File: config.mk
export PLATFORM = sky130hd
export DESIGN_NAME = input_channel_event_counter
export DESIGN_NICKNAME = d
export VERILOG_FILES = /design/src/inc/input_channel_pkg.sv /design/src/hdl/input_debounce_filter.sv /design/src/hdl/input_channel_event_counter.sv
export SDC_FILE = /design/constraint.sdc
export NUM_CORES = 2
export LEC_CHECK = 0
export BUFFER_PORTS_ARGS = -buffer_cell sky130_fd_sc_hd__buf_4
export CAP_MARGIN = 15
export CORE_MARGIN = 8
export CORE_UTILIZATION = 45
export CTS_BUF_LIST = sky130_fd_sc_hd__clkbuf_16
export DETAILED_ROUTE_END_ITERATION = 6
export HOLD_SLACK_MARGIN = 0.03
export MAX_ROUTING_LAYER = met4
export PLACE_DENSITY_LB_ADDON = 0.25
export SLEW_MARGIN = 20
export SYNTH_ARGS = -nofsm -noshare
export SYNTH_HDL_FRONTEND = slang
export SYNTH_HIERARCHICAL = 1
export SYNTH_SLANG_ARGS = --single-unit
File: constraint.sdc
create_clock -name clk_sys_in -period 9.5 [get_ports clk_sys_in]
set_input_delay 0.95 -clock clk_sys_in [delete_from_list [all_inputs] [get_ports clk_sys_in]]
set_output_delay 0.95 -clock clk_sys_in [all_outputs]
set_load 0.005 [all_outputs]
File: src/inc/input_channel_pkg.sv
// Operation
// - each channel works as plain level input or as edge event counter
// - counter mode counts rising edges, falling edges, or both, per channel
// - counter advances only while run enable is set, by config or host command
// - with filter setting zero the counter is never activated
// - power-up option decides whether the counter starts running by itself
// - with save option on, count survives a power failure and is restored
// - a reset request clears the accumulated event count
// - a configurable initial value is loaded as the starting count
// - past 4294967295 the count wraps to 0 and sets sticky overflow
// - clear-overflow request drops the sticky overflow; the count is shown whether or not overflow is set
// - with scaling on, result is count difference times gain plus offset
// - scaled result recomputed every interval in seconds, default 5 seconds
package input_channel_pkg;

	localparam int COUNT_W = 32;
	localparam int FILTER_W = 16;
	localparam int INTERVAL_W = 16;
	localparam int SYNC_STAGES = 3;
	localparam int SYNC_PINS = 2;
	localparam int PIN_SENSE = 0;
	localparam int PIN_POWER_FAIL = 1;

	localparam logic [COUNT_W-1:0] COUNT_MAX = 32'hFFFFFFFF;
	localparam logic [COUNT_W-1:0] COUNT_ZERO = 32'h00000000;
	localparam logic [COUNT_W-1:0] COUNT_ONE = 32'h00000001;
	localparam logic [FILTER_W-1:0] FILTER_OFF = 16'h0000;
	localparam logic [FILTER_W-1:0] FILTER_ONE = 16'h0001;
	localparam logic [INTERVAL_W-1:0] INTERVAL_ZERO = 16'h0000;
	localparam logic [INTERVAL_W-1:0] INTERVAL_ONE = 16'h0001;
	localparam logic [INTERVAL_W-1:0] INTERVAL_DEFAULT_S = 16'h0005;

	// timing: clock rate, filter unit, seconds
	localparam int CLK_HZ = 50_000_000;
	localparam int FILTER_UNIT_MS = 1;
	localparam int MS_PER_S = 1000;
	localparam int MS_CYCLES = (CLK_HZ / 1000) * FILTER_UNIT_MS;
	localparam int PRESCALE_W = 16;
	localparam int MS_COUNT_W = 10;

	typedef enum logic {
		MODE_LEVEL,
		MODE_COUNTER
	} channel_mode_t;

	typedef enum logic [1:0] {
		EDGE_RISE,
		EDGE_FALL,
		EDGE_BOTH
	} edge_sel_t;

	typedef struct packed {
		channel_mode_t mode;
		edge_sel_t edge_sel;
		logic [FILTER_W-1:0] filter_ms;
		logic run_cfg;
		logic power_up_run;
		logic save_on_loss;
		logic scale_enable;
		logic [COUNT_W-1:0] gain;
		logic [COUNT_W-1:0] offset;
		logic [INTERVAL_W-1:0] interval_s;
	} counter_cfg_t;

	typedef struct packed {
		logic run_set;
		logic run_clear;
		logic reset_count;
		logic load_init;
		logic clear_overflow;
	} counter_cmd_t;

endpackage : input_channel_pkg

File: src/hdl/input_debounce_filter.sv
`timescale 1ns/100ps
module input_debounce_filter (
	// clock and reset
	input wire logic clk_sys_in,
	input wire logic rst_n_in,
	// sampled input and timing
	input wire logic sample_in,
	input wire logic tick_ms_in,
	input wire logic [input_channel_pkg::FILTER_W-1:0] filter_ms_in,
	// accepted level
	output logic level_out
);
	import input_channel_pkg::*;

	logic [FILTER_W-1:0] stable_ms_reg;

	// a level differing from the accepted one must hold for the full filter time
	always_ff @(posedge clk_sys_in) begin
		if (!rst_n_in) begin
			level_out <= 1'b0;
			stable_ms_reg <= FILTER_OFF;
		end else if (sample_in == level_out) begin
			stable_ms_reg <= FILTER_OFF;
		end else if (filter_ms_in == FILTER_OFF) begin
			// no filtering: level passes; counting is blocked elsewhere
			level_out <= sample_in;
		end else if (tick_ms_in) begin
			if (stable_ms_reg + FILTER_ONE >= filter_ms_in) begin
				level_out <= sample_in;
				stable_ms_reg <= FILTER_OFF;
			end else begin
				stable_ms_reg <= stable_ms_reg + FILTER_ONE;
			end
		end
	end

endmodule : input_debounce_filter

File: src/hdl/input_channel_event_counter.sv
`timescale 1ns/100ps
module input_channel_event_counter #(
	parameter int MS_CYCLES_P = input_channel_pkg::MS_CYCLES
) (
	// clock and reset
	input wire logic clk_sys_in,
	input wire logic rst_n_in,
	// field pins
	input wire logic sense_input_channel_in,
	input wire logic power_fail_in,
	// configuration and host commands
	input wire input_channel_pkg::counter_cfg_t cfg_in,
	input wire input_channel_pkg::counter_cmd_t cmd_in,
	input wire logic [input_channel_pkg::COUNT_W-1:0] init_value_in,
	// retained count from non-volatile store
	input wire logic restore_valid_in,
	input wire logic [input_channel_pkg::COUNT_W-1:0] restore_count_in,
	// level and counter status
	output logic level_out,
	output logic running_out,
	output logic [input_channel_pkg::COUNT_W-1:0] count_out,
	output logic overflow_out,
	// scaling result
	output logic [input_channel_pkg::COUNT_W-1:0] scaled_out,
	output logic scaled_valid_out,
	// save request toward non-volatile store
	output logic save_req_out,
	output logic [input_channel_pkg::COUNT_W-1:0] save_count_out
);
	import input_channel_pkg::*;

	typedef enum logic {
		ST_BOOT,
		ST_LIVE
	} boot_state_t;

	localparam logic [PRESCALE_W-1:0] PRESCALE_LAST = PRESCALE_W'(MS_CYCLES_P - 1);
	localparam logic [PRESCALE_W-1:0] PRESCALE_ZERO = 16'h0000;
	localparam logic [PRESCALE_W-1:0] PRESCALE_ONE = 16'h0001;
	localparam logic [MS_COUNT_W-1:0] MS_LAST = MS_COUNT_W'(MS_PER_S - 1);
	localparam logic [MS_COUNT_W-1:0] MS_ZERO = 10'h000;
	localparam logic [MS_COUNT_W-1:0] MS_ONE = 10'h001;

	function automatic logic edge_hit(input edge_sel_t sel, input logic prev, input logic cur);
		logic rise;
		logic fall;
		rise = !prev && cur;
		fall = prev && !cur;
		case (sel)
			EDGE_RISE: edge_hit = rise;
			EDGE_FALL: edge_hit = fall;
			EDGE_BOTH: edge_hit = rise || fall;
			default: edge_hit = 1'b0;
		endcase
	endfunction : edge_hit

	boot_state_t boot_state_reg;
	logic booting;
	logic [SYNC_PINS-1:0] pins;
	logic [SYNC_PINS-1:0] sync1_reg;
	logic [SYNC_PINS-1:0] sync2_reg;
	logic [SYNC_PINS-1:0] sync3_reg;
	logic [SYNC_PINS-1:0] clean_reg;
	logic [PRESCALE_W-1:0] prescale_reg;
	logic tick_ms_reg;
	logic [MS_COUNT_W-1:0] ms_in_s_reg;
	logic tick_s_reg;
	logic [INTERVAL_W-1:0] interval_cnt_reg;
	logic filtered;
	logic level_prev_reg;
	logic run_reg;
	logic counting;
	logic event_hit;
	logic pfail_prev_reg;
	logic [COUNT_W-1:0] count_reg;
	logic [COUNT_W-1:0] count_next;
	logic [COUNT_W-1:0] base_reg;
	logic [COUNT_W-1:0] diff;
	logic [INTERVAL_W-1:0] interval_eff;
	logic wrap;
	logic update_due;

	assign pins = {power_fail_in, sense_input_channel_in};

	// three-stage synchronisers; a change counts once stages two and three agree
	genvar gi;
	generate
		for (gi = 0; gi < SYNC_PINS; gi++) begin : g_sync
			always_ff @(posedge clk_sys_in) begin
				if (!rst_n_in) begin
					sync1_reg[gi] <= 1'b0;
					sync2_reg[gi] <= 1'b0;
					sync3_reg[gi] <= 1'b0;
					clean_reg[gi] <= 1'b0;
				end else begin
					sync1_reg[gi] <= pins[gi];
					sync2_reg[gi] <= sync1_reg[gi];
					sync3_reg[gi] <= sync2_reg[gi];
					if (sync2_reg[gi] == sync3_reg[gi]) begin
						clean_reg[gi] <= sync3_reg[gi];
					end
				end
			end
		end
	endgenerate

	// millisecond and second ticks
	always_ff @(posedge clk_sys_in) begin
		if (!rst_n_in) begin
			prescale_reg <= PRESCALE_ZERO;
			tick_ms_reg <= 1'b0;
		end else if (prescale_reg == PRESCALE_LAST) begin
			prescale_reg <= PRESCALE_ZERO;
			tick_ms_reg <= 1'b1;
		end else begin
			prescale_reg <= prescale_reg + PRESCALE_ONE;
			tick_ms_reg <= 1'b0;
		end
	end

	always_ff @(posedge clk_sys_in) begin
		if (!rst_n_in) begin
			ms_in_s_reg <= MS_ZERO;
			tick_s_reg <= 1'b0;
		end else if (!cfg_in.scale_enable) begin
			// seconds restart with scaling so the first interval is a full one
			ms_in_s_reg <= MS_ZERO;
			tick_s_reg <= 1'b0;
		end else begin
			tick_s_reg <= 1'b0;
			if (tick_ms_reg) begin
				if (ms_in_s_reg == MS_LAST) begin
					ms_in_s_reg <= MS_ZERO;
					tick_s_reg <= 1'b1;
				end else begin
					ms_in_s_reg <= ms_in_s_reg + MS_ONE;
				end
			end
		end
	end

	input_debounce_filter u_filter (
		.clk_sys_in(clk_sys_in),
		.rst_n_in(rst_n_in),
		.sample_in(clean_reg[PIN_SENSE]),
		.tick_ms_in(tick_ms_reg),
		.filter_ms_in(cfg_in.filter_ms),
		.level_out(filtered)
	);

	// level report is valid in both modes
	always_ff @(posedge clk_sys_in) begin
		if (!rst_n_in) begin
			level_out <= 1'b0;
			level_prev_reg <= 1'b0;
		end else begin
			level_out <= filtered;
			level_prev_reg <= filtered;
		end
	end

	// boot: one cycle after reset release picks up the power-up choices
	always_ff @(posedge clk_sys_in) begin
		if (!rst_n_in) begin
			boot_state_reg <= ST_BOOT;
		end else begin
			case (boot_state_reg)
				ST_BOOT: boot_state_reg <= ST_LIVE;
				ST_LIVE: boot_state_reg <= ST_LIVE;
				default: boot_state_reg <= ST_BOOT;
			endcase
		end
	end

	// restore and power-up run are taken in this cycle only; the scaling base is also loaded here
	assign booting = (boot_state_reg == ST_BOOT);

	// run enable: power-up choice, then host commands; set beats clear
	always_ff @(posedge clk_sys_in) begin
		if (!rst_n_in) begin
			run_reg <= 1'b0;
		end else if (booting) begin
			run_reg <= cfg_in.power_up_run;
		end else if (cmd_in.run_set) begin
			run_reg <= 1'b1;
		end else if (cmd_in.run_clear) begin
			run_reg <= 1'b0;
		end
	end

	// filter zero holds the counter off regardless of enables
	assign counting = (boot_state_reg == ST_LIVE) && (cfg_in.mode == MODE_COUNTER)
		&& (run_reg || cfg_in.run_cfg)
		&& (cfg_in.filter_ms != FILTER_OFF);
	assign event_hit = counting && edge_hit(cfg_in.edge_sel, level_prev_reg, filtered);
	assign wrap = event_hit && (count_reg == COUNT_MAX);

	always_ff @(posedge clk_sys_in) begin
		if (!rst_n_in) begin
			running_out <= 1'b0;
		end else begin
			running_out <= counting;
		end
	end

	// count priority: boot restore, reset, initial load, event
	always_comb begin
		count_next = count_reg;
		if (booting) begin
			if (cfg_in.save_on_loss && restore_valid_in) begin
				count_next = restore_count_in;
			end else begin
				count_next = init_value_in;
			end
		end else if (cmd_in.reset_count) begin
			count_next = COUNT_ZERO;
		end else if (cmd_in.load_init) begin
			count_next = init_value_in;
		end else if (wrap) begin
			count_next = COUNT_ZERO;
		end else if (event_hit) begin
			count_next = count_reg + COUNT_ONE;
		end
	end

	always_ff @(posedge clk_sys_in) begin
		if (!rst_n_in) begin
			count_reg <= COUNT_ZERO;
			count_out <= COUNT_ZERO;
		end else begin
			count_reg <= count_next;
			count_out <= count_next;
		end
	end

	// sticky overflow; a wrap in the clearing cycle keeps it set
	always_ff @(posedge clk_sys_in) begin
		if (!rst_n_in) begin
			overflow_out <= 1'b0;
		end else if (wrap) begin
			overflow_out <= 1'b1;
		end else if (cmd_in.clear_overflow) begin
			overflow_out <= 1'b0;
		end
	end

	// save the live count on a power-fail rising edge
	always_ff @(posedge clk_sys_in) begin
		if (!rst_n_in) begin
			pfail_prev_reg <= 1'b0;
			save_req_out <= 1'b0;
			save_count_out <= COUNT_ZERO;
		end else begin
			pfail_prev_reg <= clean_reg[PIN_POWER_FAIL];
			save_req_out <= 1'b0;
			if (cfg_in.save_on_loss && clean_reg[PIN_POWER_FAIL] && !pfail_prev_reg) begin
				save_req_out <= 1'b1;
				save_count_out <= count_reg;
			end
		end
	end

	// update interval; zero seconds falls back to the default
	assign interval_eff = (cfg_in.interval_s == INTERVAL_ZERO) ? INTERVAL_DEFAULT_S : cfg_in.interval_s;
	assign update_due = tick_s_reg && (interval_cnt_reg + INTERVAL_ONE >= interval_eff);

	always_ff @(posedge clk_sys_in) begin
		if (!rst_n_in || !cfg_in.scale_enable) begin
			interval_cnt_reg <= INTERVAL_ZERO;
		end else if (update_due) begin
			interval_cnt_reg <= INTERVAL_ZERO;
		end else if (tick_s_reg) begin
			interval_cnt_reg <= interval_cnt_reg + INTERVAL_ONE;
		end
	end

	// modular difference stays right across a wrap; a reset or load restarts the base
	assign diff = count_reg - base_reg;

	always_ff @(posedge clk_sys_in) begin
		if (!rst_n_in) begin
			base_reg <= COUNT_ZERO;
		end else if (booting || cmd_in.reset_count || cmd_in.load_init
				|| !cfg_in.scale_enable || update_due) begin
			base_reg <= count_next;
		end
	end

	// result truncated to 32 bits; large gains wrap silently
	always_ff @(posedge clk_sys_in) begin
		if (!rst_n_in) begin
			scaled_out <= COUNT_ZERO;
			scaled_valid_out <= 1'b0;
		end else begin
			scaled_valid_out <= 1'b0;
			if (cfg_in.scale_enable && update_due) begin
				scaled_out <= COUNT_W'(diff * cfg_in.gain + cfg_in.offset);
				scaled_valid_out <= 1'b1;
			end
		end
	end

endmodule : input_channel_event_counter

== Yosys cells after proc, flatten, opt, wreduce, memory -nomap -nowiden ==
Cells that the tools add are included.
Word-level totals
  register bits: 205
  latch bits: 0
  bits in writable memories: 0
  ROM bits: 0
  bits of input ports: 177
  output and inout port bits: 101
  word-level logic and storage cells: 111
  memories kept: 0
Operators by class
  add/sub/neg operators: 7
  multiply operators: 1
  divide/modulo/power cells: 0
  order comparisons: 2
  eq/ne operators: 9
  shifts and indexed selects: 0
  multiplexer cells: 23
  bitwise gates (word level): 4
  reduce and logical (&&, ||, !) cells: 38
Operators with widths (number)
  2-to-1 mux 32 bit: 6
  adder 16 x 1 -> 16 bit (second input constant): 3
  adder 32 x 1 -> 32 bit (second input constant): 1
  adder 32 bit: 1
  equality test 32 bit (second input constant): 1
  >= comparator 16 bit: 2
  logical NOT 16 bit: 2
  multiplier 32 x 32 -> 32 bit: 1
  2-to-1 mux 16 bit: 2
  subtractor 32 bit: 1
  equality test 16 bit (second input constant): 1
  nonzero test 16 bit: 1
  2-to-1 mux 1 bit: 13
  logical AND 1 bit: 12
  adder 10 x 1 -> 10 bit (second input constant): 1
  equality test 10 bit (second input constant): 1
  2-to-1 mux 10 bit: 1
  logical OR 1 bit: 7
  AND reduction 3 bit: 2
  nonzero test 2 bit: 3
  OR reduction 2 bit: 3
  logical NOT 1 bit: 5
  inverter 1 bit: 4
  AND reduction 2 bit: 2
  other kinds (6): 8

== Depth between registers and ports, before layout ==
  depth after elaboration: 10
  depth in mapped cells: 43
  mapped depth without buffers: 43

== Cells and area by module ==
The synthesis kept the hierarchy.
By module, submodules not included
  input_channel_event_counter: instances 1, cells an instance 3164, area each 26818.2 sq um, seq. area each 3763.6 sq um
  input_debounce_filter: instances 1, cells an instance 188, area each 1557.7 sq um, seq. area each 340.3 sq um

== Worst setup path before layout ==
No wires, ideal clock.
  path type: reg2reg
  from: register count_reg[0]
  to: register scaled_out[31] (netlist name)
  setup time: 118 ps
  data arrival time: 10233 ps
  data required time: 9382 ps
  setup slack: -851 ps
  cell stages (with the launch flop): 44
  path buffers: 0
  period minus slack after synthesis: 10351 ps
  cell sequence: dfxtp_1 inv_1 ha_1 fa_1 nor2b_1 o31ai_1 a21oi_1 o31ai_1 a211oi_1 o21bai_1 a21boi_1 o211ai_1 a21boi_0 mux2i_1 nand2_1 nand2_1 fa_1 inv_1 [... 8 more ...] fa_1 fa_1 xnor2_1 xnor2_1 xnor2_1 xnor2_1 xnor2_2 xnor3_1 xnor3_1 xnor2_1 xnor3_1 xor2_1 xnor3_1 xnor2_1 xnor3_1 xnor3_1 nand2_1 a21oi_2
Between the ends
  word-level cells in the longest chain between the ends: 3
Ends and longest elaborated chain
  start: declaration: RTL line input_channel_event_counter.sv:75  | logic [COUNT_W-1:0] count_reg;
  start signal: assignment: RTL line input_channel_event_counter.sv:231  | count_reg <= count_next;
  subtractor 32 bit: RTL line input_channel_event_counter.sv:278  | assign diff = count_reg - base_reg;
  multiplier 32 x 32 -> 32 bit: RTL line input_channel_event_counter.sv:297  | scaled_out <= COUNT_W'(diff * cfg_in.gain + cfg_in.offset);
  adder 32 bit: RTL line input_channel_event_counter.sv:297
  end signal: assignment: RTL line input_channel_event_counter.sv:297
  end: declaration: RTL line input_channel_event_counter.sv:24  | output logic [input_channel_pkg::COUNT_W-1:0] scaled_out,
Every way passes these cells.
A chain may end at the register's enable or synchronous reset.

== Worst setup path after layout ==
Same ends and word-level chain as after synthesis.

==> insert_results.sql <==
INSERT INTO impl_metrics (metric_group, metric, value, unit) VALUES
('global_routing', 'antenna_found_initial', '2', ''),
('synth', 'synthAdderAreaFrac', '0.3953', ''),
('drt', 'routed-wl-met3', '5.380', 'mm'),
('critical_path', 'cpPeakStageDelay', '0.54', 'ns'),
('place', 'post_dp_hpwl', '66.27', 'mm'),
('floorplanning', 'fp-row-count', '92', ''),
('floorplanning', 'die_area', '71350', 'µm²'),
('layout', 'design.final.nets', '4501', ''),
('drt', 'drt-initial-drc-count', '1368', ''),
('synth', 'ys_dominant_reg_cell', 'dfxtp_1', ''),
('sta', 'final.setup_skew', '0.04835', 'ns'),
('floorplanning', 'die_width', '267.1', 'µm'),
('cts', 'clkLatencyLatePin', '0.56', 'ns'),
('synth', 'synth_cell_types', '75', ''),
('run', 'maxCapViolCount', '0', ''),
('drt', 'vias', '23170', ''),
('global_routing', 'grt_first_pass_wirelength', '133.2', 'mm'),
('drt', 'first_pass_iters', '5', ''),
('drt', 'final_antenna_net_count', '0', ''),
('floorplanning', 'chipHeight', '267.1', 'µm'),
('layout', 'layout-drive-gt1-share', '0.1675', ''),
('cts', 'cts.reportedPaths.clkPinSlew', '0.08', 'ns'),
('cts', 'number_of_cts_inserted_buffers', '25', ''),
('critical_path', 'path_class', 'flop to flop', ''),
('synth', 'post_synthesis_share_of_cell_area_spent_on_and_or_nand_and_nor_gates', '0.2003', ''),
('synth', 'synthArstFlopShare', '0', ''),
('cts', 'cts.htree.levels', '1', ''),
('global_routing', 'first_global_vias', '24350', ''),
('outcome', 'run_status', 'finished with violations', ''),
('cts', 'cts_root_cell', 'clkbuf_16', ''),
('synth', 'synthXorXnorAreaFrac', '0.06641', ''),
('cts', 'clock-sinks', '205', ''),
('critical_path', 'crit_arrival', '10.19', 'ns'),
('synth', 'ys_top_cells_by_area', 'fa_1 31%, dfxtp_1 14%, ha_1 8.6%', ''),
('floorplanning', 'ios', '278', ''),
('layout', 'area_delta_synth_final', '18.64', '%'),
('floorplanning', 'coreArea', '62740', 'µm²'),
('synth', 'post-synth-top-count-cell', 'inv_1', ''),
('sta', 'drv_slew', '0', ''),
('synth', 'post_synthesis_instance_area', '28380', 'µm²'),
('critical_path', 'worst_path_max_delay_cell', 'fa_2', ''),
('synth', 'synth.ff_latch_count', '205', ''),
('drt', 'top_signal_layer_used', 'met4', ''),
('synth', 'synth_top_area_cell', 'fa_1', ''),
('critical_path', 'critPathCaptureType', 'flop', ''),
('sta', 'finalWorstPathRequiredPeriod', '9.693', 'ns'),
('sta', 'report.final.hold_viol_count', '0', ''),
('global_routing', 'global_route.usage.total', '0.2404', ''),
('cts', 'cts_hold_buffers', '0', ''),
('sta', 'least_setup_slack_across_all_paths_after_layout', '-0.1935', 'ns'),
('cts', 'clock_tree_from_tritoncts', 'yes', ''),
('synth', 'synth-edff-count', '0', ''),
('outcome', 'failed_checks', 'negative setup slack', ''),
('critical_path', 'reg2reg_setup_slack', '-0.19', 'ns'),
('place', 'globalplace.congestion', '0.8824', ''),
('synth', 'yosys_warnings', '6', ''),
('sta', 'maxClockFrequency', '103.2', 'MHz'),
('sta', 'slew_headroom', '0.3551', ''),
('drt', 'drt-total-wl', '81.83', 'mm'),
('synth', 'synth_top_family_by_area', 'adder cells', ''),
('sta', 'max_slew.worst_pin.slew', '0.9673', 'ns'),
('synth', 'synth_area_in_compound_gates', '0.08739', ''),
('synth', 'post_synth_inst_count', '3352', ''),
('critical_path', 'worstPathRequired', '10.00', 'ns'),
('floorplanning', 'start_util', '0.4523', ''),
('synth', 'synth-seq-area-share', '0.1446', ''),
('drt', 'drt_drc_violations_left', '0', ''),
('sta', 'setup_viol_count_final', '1', ''),
('global_routing', 'grt_overflow', '0', ''),
('drt', 'viasPerCell', '5.083', ''),
('critical_path', 'cp_top_family', 'adder cells', '');
[cells in the final DEF (no fill, tap or decap), types with 52 or more instances in the layout]
master,count
buf_4,457
inv_1,558
and2_1,268
xor2_1,66
nor2_1,169
ha_1,185
a21oi_1,178
fa_1,428
dfxtp_1,200
xnor2_1,102
nand2_1,478
nor2b_1,52
[repair_timing]
action                                  CTS  global route
buffers inserted                          6            10
gates resized for setup                  38            52
hold endpoints to repair                  0             0
pin swaps                                47            68
endpoints found under the setup margin    6             8
[stage by stage]
| step | setup TNS [ns] | area [µm²] | hold slack [ns] | worst slack, ns | instances |
|---|---|---|---|---|---|
| floorplan | 0 | 28410 | 0.4119 | 0.01609 | 3352 |
| global placement | -1.939 | 32370 | 0.4159 | -0.6744 | 4494 |
| detailed placement | -2.341 | 32370 | 0.4256 | -0.7473 | 4494 |
| CTS | -0.3234 | 33370 | 0.4427 | -0.3234 | 4544 |
| global route | -1.281 | 33660 | 0.4584 | -0.6947 | 4556 |
| finish | -0.1935 | 33660 | 0.4354 | -0.1935 | 4558 |
[layout make-up]
cell class,instances,area (µm²)
Sequential cell,205,4113
Antenna cell,4,10.01
Multi-Input combinational cell,2422,21980
Clock buffer,25,625.6
Clock inverter,19,143.9
Tap cell,846,1059
Fill cell,5931,29070
Timing Repair Buffer,466,3585
Inverter,571,2146
[logic make-up after synthesis]
| family | Yosys count |
|---|---|
| AOI/OAI and AO/OA | 399 |
| and+or+nand+nor | 1167 |
| xor gates and xnor gates | 198 |
| buffers and inverters | 725 |
| adders and majority gates | 633 |
| muxes | 25 |
| DFF | 205 |
[worst reg2reg max path, delay by kind of cell (launching register included)]
kind            cells  cell delay [ns]
fa+ha+maj          10             3.93
xor+xnor           14             2.83
compound gates      9             1.51
buf+inv             6             0.40
simple gates        4             0.39
flops               1             0.34
mux                 1             0.23
[routing by layer]
| metal | up-vias | GRT usage |
|---|---|---|
| li1 | 11020 | - |
| met2 | 629 | 0.3729 |
| met3 | 132 | 0.04103 |
| met1 | 11390 | 0.3272 |
| met4 | 0 | 0.05852 |
| met5 | - | - |
[path summary, 6_finish.rpt]
kind | startpoint | to | depth (start not counted)
setup / recovery | count_reg[0] | scaled_out[31] | 44
hold / removal | sync1_reg[1] | sync2_reg[1] | 1
setup reg to reg | count_reg[0] | scaled_out[31] | 44
hold reg to reg | sync1_reg[1] | sync2_reg[1] | 1
Power is not shown: default switching activity piles up to over one toggle a cycle in this logic, so the estimate is an artifact.
